===== config.mk =====
export PLATFORM = sky130hd
export DESIGN_NAME = touch_mode_sequencer
export DESIGN_NICKNAME = d
export VERILOG_FILES = /design/src/touch_mode_sequencer.v /design/src/pin_sync.v /design/src/tick_divider.v
export VERILOG_INCLUDE_DIRS = /design/src
export SDC_FILE = /design/constraint.sdc
export NUM_CORES = 1
export LEC_CHECK = 0
export ABC_AREA = 1
export BUFFER_PORTS_ARGS = -buffer_cell sky130_fd_sc_hd__buf_2
export CAP_MARGIN = 10
export CORE_MARGIN = 1
export CORE_UTILIZATION = 41
export CTS_BUF_LIST = sky130_fd_sc_hd__clkbuf_8 sky130_fd_sc_hd__clkbuf_16
export DETAILED_ROUTE_END_ITERATION = 12
export PLACE_DENSITY_LB_ADDON = 0.12
export REMOVE_ABC_BUFFERS = 1
export SYNTH_ARGS = -nofsm -noshare
export SYNTH_HDL_FRONTEND = slang
export SYNTH_SLANG_ARGS = --single-unit

===== constraint.sdc =====
create_clock -name clk -period 13.55 [get_ports clk]
set_clock_uncertainty 0.05 [all_clocks]
set_input_delay 0 -clock clk [delete_from_list [all_inputs] [get_ports clk]]
set_output_delay 0 -clock clk [all_outputs]
set_load 0.005 [all_outputs]

===== src/touch_mode_defines.vh =====
`ifndef TOUCH_MODE_DEFINES_VH
`define TOUCH_MODE_DEFINES_VH
// Register offsets
`define TMS_TICK_PERIOD_ADDR 8'h0E
`define TMS_MODE_CONFIG_ADDR 8'h13
// Reset values
`define TMS_TICK_PERIOD_RESET 8'h05
`define TMS_MODE_CONFIG_RESET 8'h14
// Tick period code limits
`define TMS_TICK_CODE_MAX 8'h1A
`define TMS_TICK_CODE_FORCED 8'h1A
`define TMS_TICK_OFFSET_MS 8'h05
`define TMS_FIXED_TICK_MS 8'h08
// Mode config field positions
`define TMS_SPACING_HI 7
`define TMS_SPACING_LO 5
`define TMS_RESET_BIT 4
`define TMS_UNUSED_BIT 3
`define TMS_DUTY_DIS_BIT 2
`define TMS_IRQ_EN_BIT 1
`define TMS_RUN_BIT 0
// Timing
`define TMS_CLK_PERIOD_NS 4
`define TMS_MS_TIME_NS 1000000
`define TMS_DUTY_CLK_SHIFT 3
`define TMS_DEBOUNCE_SAMPLES 20'h00004
`define TMS_IDLE_SCALE 20'h00006
`endif


===== src/touch_mode_sequencer.v =====
// Functional notes
// - Tick period register sets primary tick only in full run; else fixed 8 ms.
// - Primary tick period in milliseconds is tick code plus five.
// - Writes giving a period outside 5..31 ms force the code to 0x1A.
// - Duty run keeps scanning but idles in low power between scans.
// - Run and duty-disable bits together select one of four modes.
// - Duty run and off stop are left only by a wake pin edge.
// - Config stop halts scanning, answers access, and alone allows other writes.
// - Off stop neither scans nor acknowledges serial transactions.
// - Minimum interrupt gap is primary tick times spacing field plus one.
// - Config bit 4 written low asserts global controller reset.
// - Config bit 2 is active-low duty cycle control.
// - Interrupt output is driven only while config bit 1 is set.
// - Config bit 0 high selects run modes and enables scanning.
// - Wake pin falling edge sets the duty-cycle-disable bit.
// - Idle timeout and sleep factors apply only in duty run.
// - Fast scan period is ((code+5)/8+1) x sample x 4 x 8 ms.
// - Slow scan period multiplies that product by the sleep cycle factor.
// - Idle timeout is ((code+5)/8+1) x sample x idle factor x 6 x 8 ms.
// - Duty run starts fast, slows after idle, returns fast on touch.
// - In full run only the mode config register accepts writes; duty run accepts none.
// - Full run runs continuously, all ticks follow the programmed period.
// - After reset mode config holds 0x14: config stop, interrupts off.
// - Zero idle or sleep factor disables slow scanning entirely.
`timescale 1ns/100ps
`default_nettype none
`include "touch_mode_defines.vh"
module touch_mode_sequencer #(
    parameter CYCLES_PER_MS = `TMS_MS_TIME_NS / `TMS_CLK_PERIOD_NS,
    parameter SPAN_WIDTH = 20
) (
    // Clock and reset
    input wire clk,
    input wire rst,
    // Register port from the serial front end
    input wire regWrite,
    input wire [7:0] regAddr,
    input wire [7:0] regWriteData,
    output reg [7:0] regReadData,
    output reg regHit,
    output reg serialAck,
    output reg otherWriteEnable,
    // Wake pin, asynchronous
    input wire wakePin,
    // Sensing side
    input wire touchDetected,
    input wire interruptRequest,
    input wire [7:0] samplePeriodTicks,
    input wire [2:0] idleTimeoutFactor,
    input wire [4:0] sleepCycleFactor,
    // Mode and timing outputs
    output reg [1:0] modeState,
    output reg scanEnable,
    output reg primaryTick,
    output reg scanTick,
    output reg slowScan,
    output reg lowPowerIdle,
    output reg controllerResetN,
    output reg irqN
);

// Mode codes, {run bit, duty-cycle-disable bit}
localparam [1:0] OFF_STOP = 2'b00;
localparam [1:0] CONFIG_STOP = 2'b01;
localparam [1:0] DUTY_RUN = 2'b10;
localparam [1:0] FULL_RUN = 2'b11;

localparam [31:0] MS_WIDE = CYCLES_PER_MS;
localparam [SPAN_WIDTH-1:0] MS_LIMIT = MS_WIDE[SPAN_WIDTH-1:0];

reg [7:0] tickPeriodCode;
reg [7:0] modeConfig;
reg [7:0] next_modeConfig;
reg [1:0] lastMode;
reg irqPending;
reg irqActive;
reg [3:0] gapLeft;

wire wakeFall;
wire msTick;
wire primaryDone;
wire scanDone;
wire idleDone;

// Current mode straight from the two mode bits
wire [1:0] mode = {modeConfig[`TMS_RUN_BIT],
                   modeConfig[`TMS_DUTY_DIS_BIT]};
wire inFullRun = (mode == FULL_RUN);
wire inDutyRun = (mode == DUTY_RUN);
wire inConfigStop = (mode == CONFIG_STOP);

// Only these two modes take serial writes; the others wait for wake
wire writeOpen = inFullRun | inConfigStop;
wire cfgWrite = regWrite & writeOpen &
                (regAddr == `TMS_MODE_CONFIG_ADDR);
wire tickWrite = regWrite & inConfigStop &
                 (regAddr == `TMS_TICK_PERIOD_ADDR);

// Out-of-range codes are replaced rather than clipped
wire tickCodeBad = (regWriteData > `TMS_TICK_CODE_MAX);
wire [7:0] tickCodeIn = tickCodeBad ? `TMS_TICK_CODE_FORCED
                                    : regWriteData;

// Primary tick length in milliseconds
wire [7:0] progTickMs = tickPeriodCode + `TMS_TICK_OFFSET_MS;
wire [7:0] tickMs = inFullRun ? progTickMs
                              : `TMS_FIXED_TICK_MS;
wire [SPAN_WIDTH-1:0] tickLimit = {{(SPAN_WIDTH-8){1'b0}}, tickMs};

// Duty run spans, counted in fixed 8 ms primary ticks
wire [7:0] dutyBase8 = (progTickMs >> `TMS_DUTY_CLK_SHIFT) + 8'h01;
wire [SPAN_WIDTH-1:0] dutyBase = {{(SPAN_WIDTH-8){1'b0}}, dutyBase8};
wire [SPAN_WIDTH-1:0] sampleSpan =
    {{(SPAN_WIDTH-8){1'b0}}, samplePeriodTicks};
wire [SPAN_WIDTH-1:0] sleepSpan =
    {{(SPAN_WIDTH-5){1'b0}}, sleepCycleFactor};
wire [SPAN_WIDTH-1:0] idleSpanF =
    {{(SPAN_WIDTH-3){1'b0}}, idleTimeoutFactor};
wire [SPAN_WIDTH-1:0] fastSpan =
    dutyBase * sampleSpan * `TMS_DEBOUNCE_SAMPLES;
wire [SPAN_WIDTH-1:0] slowSpan = fastSpan * sleepSpan;
wire [SPAN_WIDTH-1:0] idleSpan =
    dutyBase * sampleSpan * idleSpanF * `TMS_IDLE_SCALE;

// Either zero factor keeps duty run at the fast rate for good
wire lowPowerAllowed = (idleTimeoutFactor != 3'h0) &&
                       (sleepCycleFactor != 5'h00);

wire modeChanged = (mode != lastMode);
wire enteringDuty = inDutyRun & modeChanged;

// Soft reset bit is active low
wire softReset = ~modeConfig[`TMS_RESET_BIT];
wire irqEnabled = modeConfig[`TMS_IRQ_EN_BIT];
wire [3:0] gapReload = {1'b0, modeConfig[`TMS_SPACING_HI:
                                         `TMS_SPACING_LO]} + 4'h1;
wire irqIssue = irqPending & irqEnabled & ~irqActive &
                (gapLeft == 4'h0) & ~softReset;

// Wake pin passes the synchroniser before anything looks at it
pin_sync wakeSync (
    .clk(clk),
    .rst(rst),
    .pin(wakePin),
    .level(),
    .fall(wakeFall)
);

// One millisecond base from the system clock
tick_divider #(
    .WIDTH(SPAN_WIDTH)
) msDivider (
    .clk(clk),
    .rst(rst),
    .restart(1'b0),
    .step(1'b1),
    .limit(MS_LIMIT),
    .done(msTick)
);

// Primary tick, restarted on a mode change so the new length is clean
tick_divider #(
    .WIDTH(SPAN_WIDTH)
) primaryDivider (
    .clk(clk),
    .rst(rst),
    .restart(modeChanged),
    .step(msTick),
    .limit(tickLimit),
    .done(primaryDone)
);

// Duty run scan period, fast or slow
tick_divider #(
    .WIDTH(SPAN_WIDTH)
) scanDivider (
    .clk(clk),
    .rst(rst),
    .restart(~inDutyRun | enteringDuty),
    .step(primaryDone),
    .limit(slowScan ? slowSpan : fastSpan),
    .done(scanDone)
);

// Idle timer runs only while scanning fast without touches
tick_divider #(
    .WIDTH(SPAN_WIDTH)
) idleDivider (
    .clk(clk),
    .rst(rst),
    .restart(~inDutyRun | enteringDuty | slowScan |
             touchDetected),
    .step(primaryDone),
    .limit(idleSpan),
    .done(idleDone)
);

// Config write merged with the wake edge; the edge always wins bit 2
always @* begin
    next_modeConfig = modeConfig;
    if (cfgWrite) begin
        next_modeConfig = regWriteData;
    end
    next_modeConfig[`TMS_UNUSED_BIT] = 1'b0;
    if (wakeFall) begin
        next_modeConfig[`TMS_DUTY_DIS_BIT] = 1'b1;
    end
end

// Register file
always @(posedge clk) begin
    if (rst) begin
        modeConfig <= `TMS_MODE_CONFIG_RESET;
        tickPeriodCode <= `TMS_TICK_PERIOD_RESET;
        lastMode <= CONFIG_STOP;
    end else begin
        modeConfig <= next_modeConfig;
        lastMode <= mode;
        if (tickWrite) begin
            tickPeriodCode <= tickCodeIn;
        end
    end
end

// Read path and serial acknowledge, registered
always @(posedge clk) begin
    if (rst) begin
        regReadData <= 8'h00;
        regHit <= 1'b0;
        serialAck <= 1'b0;
        otherWriteEnable <= 1'b0;
    end else begin
        if (regAddr == `TMS_TICK_PERIOD_ADDR) begin
            regReadData <= tickPeriodCode;
            regHit <= 1'b1;
        end else if (regAddr == `TMS_MODE_CONFIG_ADDR) begin
            regReadData <= modeConfig;
            regHit <= 1'b1;
        end else begin
            regReadData <= 8'h00;
            regHit <= 1'b0;
        end
        // Duty run may drop access, so it is refused outright
        serialAck <= writeOpen;
        otherWriteEnable <= inConfigStop;
    end
end

// Scan control and tick outputs
always @(posedge clk) begin
    if (rst) begin
        modeState <= CONFIG_STOP;
        scanEnable <= 1'b0;
        primaryTick <= 1'b0;
        scanTick <= 1'b0;
        lowPowerIdle <= 1'b0;
        controllerResetN <= 1'b1;
    end else begin
        modeState <= mode;
        scanEnable <= modeConfig[`TMS_RUN_BIT] & ~softReset;
        primaryTick <= primaryDone;
        controllerResetN <= ~softReset;
        if (softReset) begin
            scanTick <= 1'b0;
        end else if (inFullRun) begin
            scanTick <= primaryDone;
        end else if (inDutyRun) begin
            scanTick <= scanDone;
        end else begin
            scanTick <= 1'b0;
        end
        // Low power between scans, awake only in the scan cycle
        lowPowerIdle <= inDutyRun & ~scanDone;
    end
end

// Fast and slow scan rate in duty run
always @(posedge clk) begin
    if (rst) begin
        slowScan <= 1'b0;
    end else if (~inDutyRun | enteringDuty | ~lowPowerAllowed) begin
        slowScan <= 1'b0;
    end else if (touchDetected) begin
        slowScan <= 1'b0;
    end else if (idleDone) begin
        slowScan <= 1'b1;
    end
end

// Interrupt pending, spacing and output
always @(posedge clk) begin
    if (rst) begin
        irqPending <= 1'b0;
        irqActive <= 1'b0;
        gapLeft <= 4'h0;
        irqN <= 1'b1;
    end else if (~irqEnabled | softReset) begin
        // Suppressed: nothing is held for later
        irqPending <= 1'b0;
        irqActive <= 1'b0;
        gapLeft <= 4'h0;
        irqN <= 1'b1;
    end else begin
        // A new request in the issue cycle stays pending
        irqPending <= (irqPending & ~irqIssue) | interruptRequest;
        if (irqIssue) begin
            gapLeft <= gapReload;
            irqActive <= 1'b1;
            irqN <= 1'b0;
        end else begin
            if (primaryDone && gapLeft != 4'h0) begin
                gapLeft <= gapLeft - 4'h1;
            end
            if (primaryDone) begin
                irqActive <= 1'b0;
                irqN <= 1'b1;
            end
        end
    end
end

endmodule // touch_mode_sequencer
`default_nettype wire


===== src/pin_sync.v =====
`timescale 1ns/100ps
`default_nettype none
module pin_sync (
    // Clock and reset
    input wire clk,
    input wire rst,
    // Pin and its events
    input wire pin,
    output reg level,
    output reg fall
);

reg stage1;
reg stage2;

// Two flops before any logic; the first feeds only the second
always @(posedge clk) begin
    if (rst) begin
        stage1 <= 1'b1;
        stage2 <= 1'b1;
        level <= 1'b1;
        fall <= 1'b0;
    end else begin
        stage1 <= pin;
        stage2 <= stage1;
        level <= stage2;
        fall <= level & ~stage2;
    end
end

endmodule // pin_sync
`default_nettype wire


===== src/tick_divider.v =====
`timescale 1ns/100ps
`default_nettype none
module tick_divider #(
    parameter WIDTH = 20
) (
    // Clock and reset
    input wire clk,
    input wire rst,
    // Counting control
    input wire restart,
    input wire step,
    input wire [WIDTH-1:0] limit,
    output reg done
);

reg [WIDTH-1:0] count;
wire [WIDTH-1:0] nextCount = count + {{(WIDTH-1){1'b0}}, 1'b1};

// A limit of zero behaves as one, so a step never stalls
always @(posedge clk) begin
    if (rst || restart) begin
        count <= {WIDTH{1'b0}};
        done <= 1'b0;
    end else if (step && nextCount >= limit) begin
        count <= {WIDTH{1'b0}};
        done <= 1'b1;
    end else begin
        count <= step ? nextCount : count;
        done <= 1'b0;
    end
end

endmodule // tick_divider
`default_nettype wire


; ---- Word-level counts from Yosys, hierarchy flattened
; Index checks and enable logic that the tools add are counted.
[word_totals]
out_inout_bits = 20
regBits = 130
input_bits = 38
[classes]
reduce_logical = 22
n_mux = 19
multipliers = 4
bitwise_logic = 28
magnitude_cmp = 5
n_addsub = 8
eq_ne = 6
[ops]
columns = cell, count
row1 = $add A20 B1 Y20 const B, 4
row2 = $ge A20 B20 Y1, 2
row3 = $mux W8, 4
row4 = $ge A20 B18 Y1 const B, 1
row5 = $ge A20 B8 Y1, 1
row6 = $mux W20, 1
row7 = $mul A17 B2 Y19 const B, 1
row8 = $mul A18 B5 Y18, 1
row9 = $mul A14 B3 Y17, 1
row10 = $mul A6 B8 Y14, 1
row11 = $reduce_or A2 Y1, 7
row12 = $and A1 B1 Y1, 13
row13 = $mux W1, 12
row14 = $add A8 B3 Y8 const B, 1
row15 = $eq A8 B4 Y1 const B, 1
row16 = $eq A8 B5 Y1 const B, 1
row17 = $gt A8 B5 Y1 const B, 1
row18 = $mux W4, 2
row19 = $not A1 Y1, 8
row20 = $or A1 B1 Y1, 7
row21 = $add A5 B1 Y6 const B, 1
row22 = $logic_and A1 B1 Y1, 5
row23 = $reduce_bool A5 Y1, 1
row24 = $add A3 B1 Y4 const B, 1
row25 = other kinds (10), 14

; ---- Logic depth before layout (Yosys ltp)
; Gate-level depths: netlist (run 1).
[logic_depth]
ltp_word = 8
mapped_depth = 55
depth_no_buf = 54

; ---- By module
; Synthesis (run 1) repeated with hierarchy kept, for this count alone.
[unflattened]
cells_unflattened = 2349
area_unflattened_um2 = 15029.4
[by_module_without_submodules]
columns = module, n_inst, area_each_um2, cells_per_inst
row1 = touch_mode_sequencer, 1, 7467.2, 1103
row2 = tick_divider, 4, 1863.0, 309
row3 = pin_sync, 1, 110.1, 10

; ---- Worst setup path after synthesis (run 1)
; No wires, ideal clock.
[synth_timing]
kind = register to register
from = register tickPeriodCode[0]
to = register scanDivider.count[16]
stages_incl_launch_ff = 53
setup_time_ns = 0.132
required_time_ns = 13.368
arrival_ns = 8.642
path_slack_ns = 4.726
period_less_slack_ns = 8.824
path_buffers = 2
path_cell_list = dfxtp_1 a21o_1 xor2_1 inv_1 clkbuf_1 ha_1 nand3_1 xor2_1 inv_1 nand2_1 fa_1 fa_1 fa_1 inv_1 ha_1 a21oi_1 o21ai_0 a21oi_1 (+17 left out) nand4_1 nand2_1 nand2_1 nand2_1 nand2_1 nand2_1 nand3_1 ha_1 nand2_1 inv_1 nand3_1 nor2_1 o211ai_1 nand4_1 nand2_1 nand3_1 clkbuf_1 a21oi_1
[synth_between]
elab_chain_cells = 8
[synth_lines]
columns = item, line_no
row1 = start: declaration, touch_mode_sequencer.v:71  ; reg [7:0] tickPeriodCode;
row2 = start signal: assignment, touch_mode_sequencer.v:214  ; tickPeriodCode <= `TMS_TICK_PERIOD_RESET;
row3 = start signal: assignment, touch_mode_sequencer.v:220  ; tickPeriodCode <= tickCodeIn;
row4 = $add A8 B3 Y8 (no line) *, -
row5 = $add A5 B1 Y6 *, touch_mode_sequencer.v:111  ; wire [7:0] dutyBase8 = (progTickMs >> `TMS_DUTY_CLK_SHIFT) + 8'h01;
row6 = $mul A6 B8 Y14 *, touch_mode_sequencer.v:120  ; dutyBase * sampleSpan * `TMS_DEBOUNCE_SAMPLES;
row7 = $mul A18 B5 Y18, touch_mode_sequencer.v:121  ; wire [SPAN_WIDTH-1:0] slowSpan = fastSpan * sleepSpan;
row8 = $mux W20 *, touch_mode_sequencer.v:181  ; .limit(slowScan ? slowSpan : fastSpan),
row9 = $ge A20 B20 Y1 *, tick_divider.v:24  ; end else if (step && nextCount >= limit) begin
row10 = $logic_and A1 B1 Y1 *, tick_divider.v:24
row11 = $reduce_or A2 Y1 (no line) *, -
row12 = end signal: assignment, tick_divider.v:22  ; count <= {WIDTH{1'b0}};
row13 = end signal: assignment, tick_divider.v:25  ; count <= {WIDTH{1'b0}};
row14 = end signal: assignment, tick_divider.v:28  ; count <= step ? nextCount : count;
row15 = end: declaration, tick_divider.v:16  ; reg [WIDTH-1:0] count;
; Every way passes the cells marked *; elsewhere a longest branch is shown, timed or not.
; A chain may end at the register's enable or synchronous reset.

; ---- Worst setup path after layout (run 1)
[layout_timing]
from = register tickPeriodCode[0]
to = register scanDivider.count[13]
; The elaborated chain is that of the path after synthesis.

==> results of run 1 <==
==> what timing repair did <==
item | 4_1_cts | 5_1_grt
resized for setup | 0 | 0
hold buffers | 19 | 0
hold endpoints to repair | 19 | 0
==> final cells by class <==
type / instances / area [sq um] / share of cell area, %
Sequential cell: 129 / 2580 / 17.2
Inverter: 358 / 1340 / 8.94
Clock inverter: 14 / 188 / 1.25
Tap cell: 442 / 553 / 3.68
Clock buffer: 18 / 439 / 2.92
Multi-Input combinational cell: 1498 / 9440 / 62.8
Timing Repair Buffer: 78 / 490 / 3.26
==> state kept, by name, summed over array words and instances, names as in the netlist, 2 cells and up <==
| register | cells |
|---|---|
| regReadData | 8 |
| modeConfig | 7 |
| primaryDivider.count | 20 |
| tickPeriodCode | 8 |
| scanDivider.count | 20 |
| idleDivider.count | 20 |
| gapLeft | 4 |
| msDivider.count | 20 |
| modeState | 2 |
==> cells by family (layout without fill, tap and decap cells) <==
group	Yosys count	in the layout	synth area share (%)
other	1	2	0.0277
flip-flops	129	129	19.1
adder cells (fa/ha/maj)	210	210	23.5
XOR/XNOR	87	87	5.63
AO/OA/AOI/OAI	228	228	9.39
multiplexers	6	6	0.443
buffers and inverters	398	468	11.2
AND/OR/NAND/NOR	965	965	30.7
==> layout by cell type, fill, tap and decap left out, types with 3 or more instances in the layout <==
master / instances
sky130_fd_sc_hd__xor2_1: 59
sky130_fd_sc_hd__nor3_1: 26
sky130_fd_sc_hd__clkbuf_16: 17
sky130_fd_sc_hd__a21oi_1: 92
sky130_fd_sc_hd__and2_1: 7
sky130_fd_sc_hd__mux2i_1: 6
sky130_fd_sc_hd__inv_2: 3
sky130_fd_sc_hd__nor2_1: 266
sky130_fd_sc_hd__o21ai_0: 87
sky130_fd_sc_hd__inv_1: 352
sky130_fd_sc_hd__o21bai_1: 4
sky130_fd_sc_hd__fa_1: 74
sky130_fd_sc_hd__ha_1: 136
sky130_fd_sc_hd__a211oi_1: 15
sky130_fd_sc_hd__bufinv_16: 3
sky130_fd_sc_hd__nand4_1: 21
sky130_fd_sc_hd__nor2_4: 15
sky130_fd_sc_hd__xnor2_1: 28
sky130_fd_sc_hd__nand2_1: 466
sky130_fd_sc_hd__nand3_1: 102
sky130_fd_sc_hd__inv_6: 8
sky130_fd_sc_hd__clkinv_1: 3
sky130_fd_sc_hd__dfxtp_1: 129
sky130_fd_sc_hd__o21ai_1: 3
sky130_fd_sc_hd__or2_2: 12
sky130_fd_sc_hd__dlygate4sd3_1: 19
sky130_fd_sc_hd__nor4_1: 10
sky130_fd_sc_hd__a21o_1: 3
sky130_fd_sc_hd__nor2_2: 19
sky130_fd_sc_hd__nand3b_1: 7
sky130_fd_sc_hd__buf_2: 57
sky130_fd_sc_hd__nand2_2: 8
sky130_fd_sc_hd__a31oi_1: 3
sky130_fd_sc_hd__a21boi_0: 5
==> power by group through the flow <==
stage,Clock [uW],Sequential [uW],Combinational (uW)
floorplan,0,398,271
global placement,0,397,356
detailed placement,0,397,360
CTS,510,389,367
global route,524,390,422
finish,498,389,366
==> worst register-to-register path, delay by kind of cell (launching register included) <==
family                     cells  cell delay (ps)
and+or+nand+nor               17             2270
DFF                            1              410
AOI/OAI and AO/OA              7             1440
xor gates and xnor gates       3             1260
buffers and inverters          6              520
adders and majority gates     11             4470
==> through the flow <==
stage | setup slack [ps] | cells
after detailed placement | 3130 | 2486
final | 3040 | 2537
after global routing | 2170 | 2537
after floorplan | 4600 | 1985
after global placement | 3300 | 2486
after CTS | 3100 | 2537
==> routing by layer <==
layer,GRT usage [%],wire length [microns]
met3,2.79,996
met4,5.83,505
met5,0,8
met1,29.9,17400
met2,35.5,15900
==> worst max-delay path by stage <==
stage                                  to  cells after the start  slack [ps]
floorplan            scanDivider.count[0]                     44        4600
global placement    scanDivider.count[16]                     43        3300
detailed placement  scanDivider.count[14]                     44        3130
CTS                 scanDivider.count[13]                     44        3100
global route        scanDivider.count[16]                     44        2170
finish              scanDivider.count[13]                     44        3040
==> impl_metrics.tcl, run 1 <==
set metrics [dict create \
    start_point_of_the_critical_path "tickPeriodCode[0]" \
    num-fill-cells 3480 \
    first_pass_iters 5 \
    initial_utilization_pct 41.6 \
    die_width_microns 184 \
    critPathArrivalTime_ps 10810 \
    top_cells_by_area_synth "sky130_fd_sc_hd__dfxtp_1 19%, sky130_fd_sc_hd__nand2_1 13%, sky130_fd_sc_hd__ha_1 13%" \
    p_seq_share_pct 31.0 \
    totalWireLength_mm 34.8 \
    avgViaCountPerCell 4.86 \
    numCtsBuffers 17 \
    slew_headroom_pct 42.3 \
    synth_top_flop_cell "sky130_fd_sc_hd__dfxtp_1" \
    status "finished clean" \
    setup.worst_path.class "reg -> reg" \
    ir_worst_vdd_v 0.0000848 \
    startpoint_type "flop" \
    timing.final.crit_share_pct 77.6 \
    tritoncts_num_sinks 129 \
    root_buffer "sky130_fd_sc_hd__clkbuf_16" \
    finalCoreUtilization_pct 46.2 \
    crit_path_max_fo 20 \
    rsz_0062_raised_after_global_routing "false" \
    synth.ff_latch_count 129 \
    antenna_violating_nets_post_route 0 \
    timing_worst_slew_pin_value_ps 863 \
    area_share_of_the_largest_cell_type_after_synthesis_pct 19.1 \
    max-clock-path-buffers 2 \
    min_tclk_post_route_ps 10510 \
    io_buffer_count 57 \
    combPwrFrac_pct 29.2 \
    globalRoute.totalOverflow 0 \
    total_standard_cell_area_after_synthesis_sq_um 13500 \
    synth-async-reset-ratio_pct 0 \
    gp_congestion 0.868 \
    critical_path.reg2reg.startpoint "tickPeriodCode[0]" \
    clk_pin_slew_worst_paths_ps 70 \
    route.vias.total 12300 \
    antenna_found_initial 1 \
    max_clock_freq_ghz 0.0951 \
    placed_inst_area_sq_um 14200 \
    p_total_uw 1250 \
    synth.most_common_cell "sky130_fd_sc_hd__nand2_1" \
    synth-edff-count 0 \
    area_growth_syn_to_layout_pct 11.0 \
    final-hold-violation-count 0 \
    sw_frac_of_total_pct 34.5 \
    drt_iter0_drc 641 \
    grt_pass1_wl_mm 58.7 \
    dieHeight_microns 184 \
    wl_per_cell_microns 13.7 \
    setup_viol_count_final 0 \
    design.core.area_sq_um 32500 \
    internal-power_uw 820 \
    finalSetupTns_ps 0 \
    top_level_ports 58 \
    r2r_end "scanDivider.count[13]" \
    post_synth_num_cell_types 51 \
    synthDominantAreaCellType "sky130_fd_sc_hd__dfxtp_1" \
    post-route-drc-count 0 \
    post_synth_most_frequent_cells "466 x sky130_fd_sc_hd__nand2_1, 352 x sky130_fd_sc_hd__inv_1, 266 x sky130_fd_sc_hd__nor2_1, 136 x sky130_fd_sc_hd__ha_1, 129 x sky130_fd_sc_hd__dfxtp_1" \
    min_to "slowScan" \
    syn_avg_cell_area_sq_um 6.69 \
    grt_usage_pct 21.7 \
    powerDensity_nw_per_um2 83.3 \
    synthesis.instances 2024 \
    number_of_global_route_vias_before_repair 12000 \
    hold_path_startpoint "sleepCycleFactor[2]" \
    power.share.clock_pct 39.7 \
    worst_path_max_stage_delay_ps 600 \
    cpMaxStageDelayCell "sky130_fd_sc_hd__nand3_1" \
    min_path_cells 3 \
    n_antenna_cell 0 \
    post_cts.repair.setup_buffers 0 \
    net-switching-power_uw 432 \
    drv.max_cap_violation_count 0 \
    pin_count_of_the_biggest_net_entering_global_routing 47 \
    final_cell_area_sq_um 15000 \
    end_kind "flop" \
    yosysSeqAreaShare_pct 19.1 \
    path_delay_family "adder cells" \
    dp_hpwl_mm 28.1 \
    placement_rows 66 \
    fin_hold_ws_ps 52.8 \
    tritoncts_clock_tree "done" \
    drive_above_1_share_pct 7.45 \
    worstHoldPathType "in -> reg" \
    reg2regPathDepth 44 \
    die_area_sq_um 33800 \
    setup.reg_to_reg.worst_slack_ps 3040 \
    htree_levels 4 \
    slew_viol_final 0 \
    design.final.nets 2330 \
    crit_top_cell "sky130_fd_sc_hd__nand2_1" \
    worst-endpoint-required_ps 13850 \
    leakage_uw 0.00745 \
    worst_skew_pair.late_latency_ps 440 \
    critical_path_buf_inv_count 6 \
    ys_warn_count 0 \
]
No activity file was read; power rests on OpenSTA's default activity.
==> inputs of run 2 (changes only) <==
==> constraint.sdc (replaced) <==
create_clock -name clk -period 8.9 [get_ports clk]
set_clock_uncertainty 0.05 [all_clocks]
set_input_delay 0 -clock clk [delete_from_list [all_inputs] [get_ports clk]]
set_output_delay 0 -clock clk [all_outputs]
set_load 0.005 [all_outputs]
==> impl_metrics.tcl, run 2 (synthesized netlist as in run 1, its figures left out) <==
set metrics [dict create \
    crit_path_max_fo 5 \
    worst_skew_pair.late_latency_ps 440 \
    setup_viol_count_final 0 \
    area_growth_syn_to_layout_pct 28.1 \
    final-hold-violation-count 0 \
    startpoint_type "flop" \
    slew_viol_final 0 \
    layout.cells.most_common_list "437 x sky130_fd_sc_hd__nand2_1, 327 x sky130_fd_sc_hd__inv_1, 242 x sky130_fd_sc_hd__nor2_1" \
    leakage_uw 0.00836 \
    regArea_sq_um 2580 \
    placement_rows 66 \
    timing.final.crit_share_pct 98.1 \
    critical_path_buf_inv_count 14 \
    num-fill-cells 3284 \
    root_buffer "sky130_fd_sc_hd__clkbuf_16" \
    drv.max_cap_violation_count 0 \
    path_delay_family "adder cells" \
    antenna_found_initial 3 \
    rsz_0062_raised_after_global_routing "true" \
    powerDensity_nw_per_um2 118 \
    htree_levels 4 \
    die_area_sq_um 33800 \
    grt_usage_pct 22.4 \
    status "finished clean" \
    dp_hpwl_mm 28.7 \
    design.core.area_sq_um 32500 \
    design.final.nets 2492 \
    globalRoute.totalOverflow 0 \
    max-clock-path-buffers 2 \
    antenna_violating_nets_post_route 0 \
    fin_hold_ws_ps 32.4 \
    clk_pin_slew_worst_paths_ps 70 \
    setup.worst_path.class "reg -> reg" \
    first_pass_iters 7 \
    grt_pass1_wl_mm 61.1 \
    pin_count_of_the_biggest_net_entering_global_routing 47 \
    number_of_global_route_vias_before_repair 12900 \
    dieHeight_microns 184 \
    setup.reg_to_reg.worst_slack_ps 170 \
    worst_path_max_stage_delay_ps 540 \
    io_buffer_count 57 \
    numCtsBuffers 17 \
    worst-endpoint-required_ps 9230 \
    route.vias.total 13100 \
    avgViaCountPerCell 4.85 \
    crit_top_cell "sky130_fd_sc_hd__fa_1" \
    end_kind "flop" \
    slew_headroom_pct 43.8 \
    multi_input_comb_area_sq_um 10400 \
    totalWireLength_mm 36.8 \
    gp_congestion 0.855 \
    die_width_microns 184 \
    top_level_ports 58 \
    max_clock_freq_ghz 0.115 \
    drt_iter0_drc 595 \
    post-route-drc-count 0 \
    worstHoldPathType "in -> reg" \
    finalCoreUtilization_pct 53.3 \
    ir_worst_vdd_v 0.000145 \
    min_tclk_post_route_ps 8730 \
    tritoncts_clock_tree "done" \
    drive_above_1_share_pct 21.7 \
    wl_per_cell_microns 13.6 \
    layout_commonest_cell "sky130_fd_sc_hd__nand2_1" \
    cpMaxStageDelayCell "sky130_fd_sc_hd__fa_1" \
    tritoncts_num_sinks 129 \
    timing_worst_slew_pin_value_ps 841 \
    critPathArrivalTime_ps 9070 \
    initial_utilization_pct 41.6 \
]
==> run 2: what timing repair did <==
item / 4_1_cts / 5_1_grt
resized for setup: 70 / 168
setup endpoints to repair: 42 / 42
pin swaps: 40 / 95
gates cloned: 2 / 3
endpoints found under the hold margin: 20 / 0
setup buffers: 14 / 17
hold buffers: 19 / 0
==> run 2: per-stage QoR <==
| stage | setup WS [ps] | power (uW) | cells | instance area, sq um | setup TNS (ps) |
|---|---|---|---|---|---|
| 2_1_floorplan | -47.7 | 1020 | 1985 | 13400 | -621 |
| 3_3_place_gp | -313 | 1260 | 2615 | 15200 | -9810 |
| 3_5_place_dp | -380 | 1270 | 2615 | 15200 | -14060 |
| 4_1_cts | 2.09 | 2020 | 2682 | 16400 | 0 |
| 5_1_grt | -327 | 2180 | 2700 | 17300 | -11500 |
| 6_report | 167 | 2050 | 2700 | 17300 | 0 |
==> run 2: cell type report <==
| class | count | area share (%) |
|---|---|---|
| Multi-Input combinational cell | 1498 | 59.9 |
| Sequential cell | 129 | 14.9 |
| Timing Repair Buffer | 240 | 10.7 |
| Inverter | 358 | 7.82 |
| Tap cell | 442 | 3.19 |
| Clock buffer | 17 | 2.45 |
| Clock inverter | 15 | 1.05 |
| Antenna cell | 1 | 0.0144 |
==> run 2: worst min-delay path, delay by kind of cell <==
kind | cells | cell delay [ps]
buffers and inverters | 1 | 80
AND/OR/NAND/NOR | 3 | 370
==> run 2: routing by layer <==
layer / wire length, microns / vias up / global-route usage, %
met4: 504 / 2 / 5.50
met5: 8 / - / 0
met2: 17800 / 152 / 38.2
met3: 1030 / 35 / 2.93
met1: 17500 / 6100 / 29.8
li1: - / 6801 / -
==> run 2: final timing paths <==
kind                     start                    to  depth (start not counted)
max          tickPeriodCode[0]  scanDivider.count[5]                         47
min                 regAddr[4]        regReadData[3]                          4
max reg2reg  tickPeriodCode[0]  scanDivider.count[5]                         47
min reg2reg    wakeSync.stage1       wakeSync.stage2                          1
==> run 2: where the power goes <==
group          total (uW)  switching, uW  internal, uW
logic                 730            408           322
registers             592           8.61           583
clock network         723            321           403
total                2050            737          1310
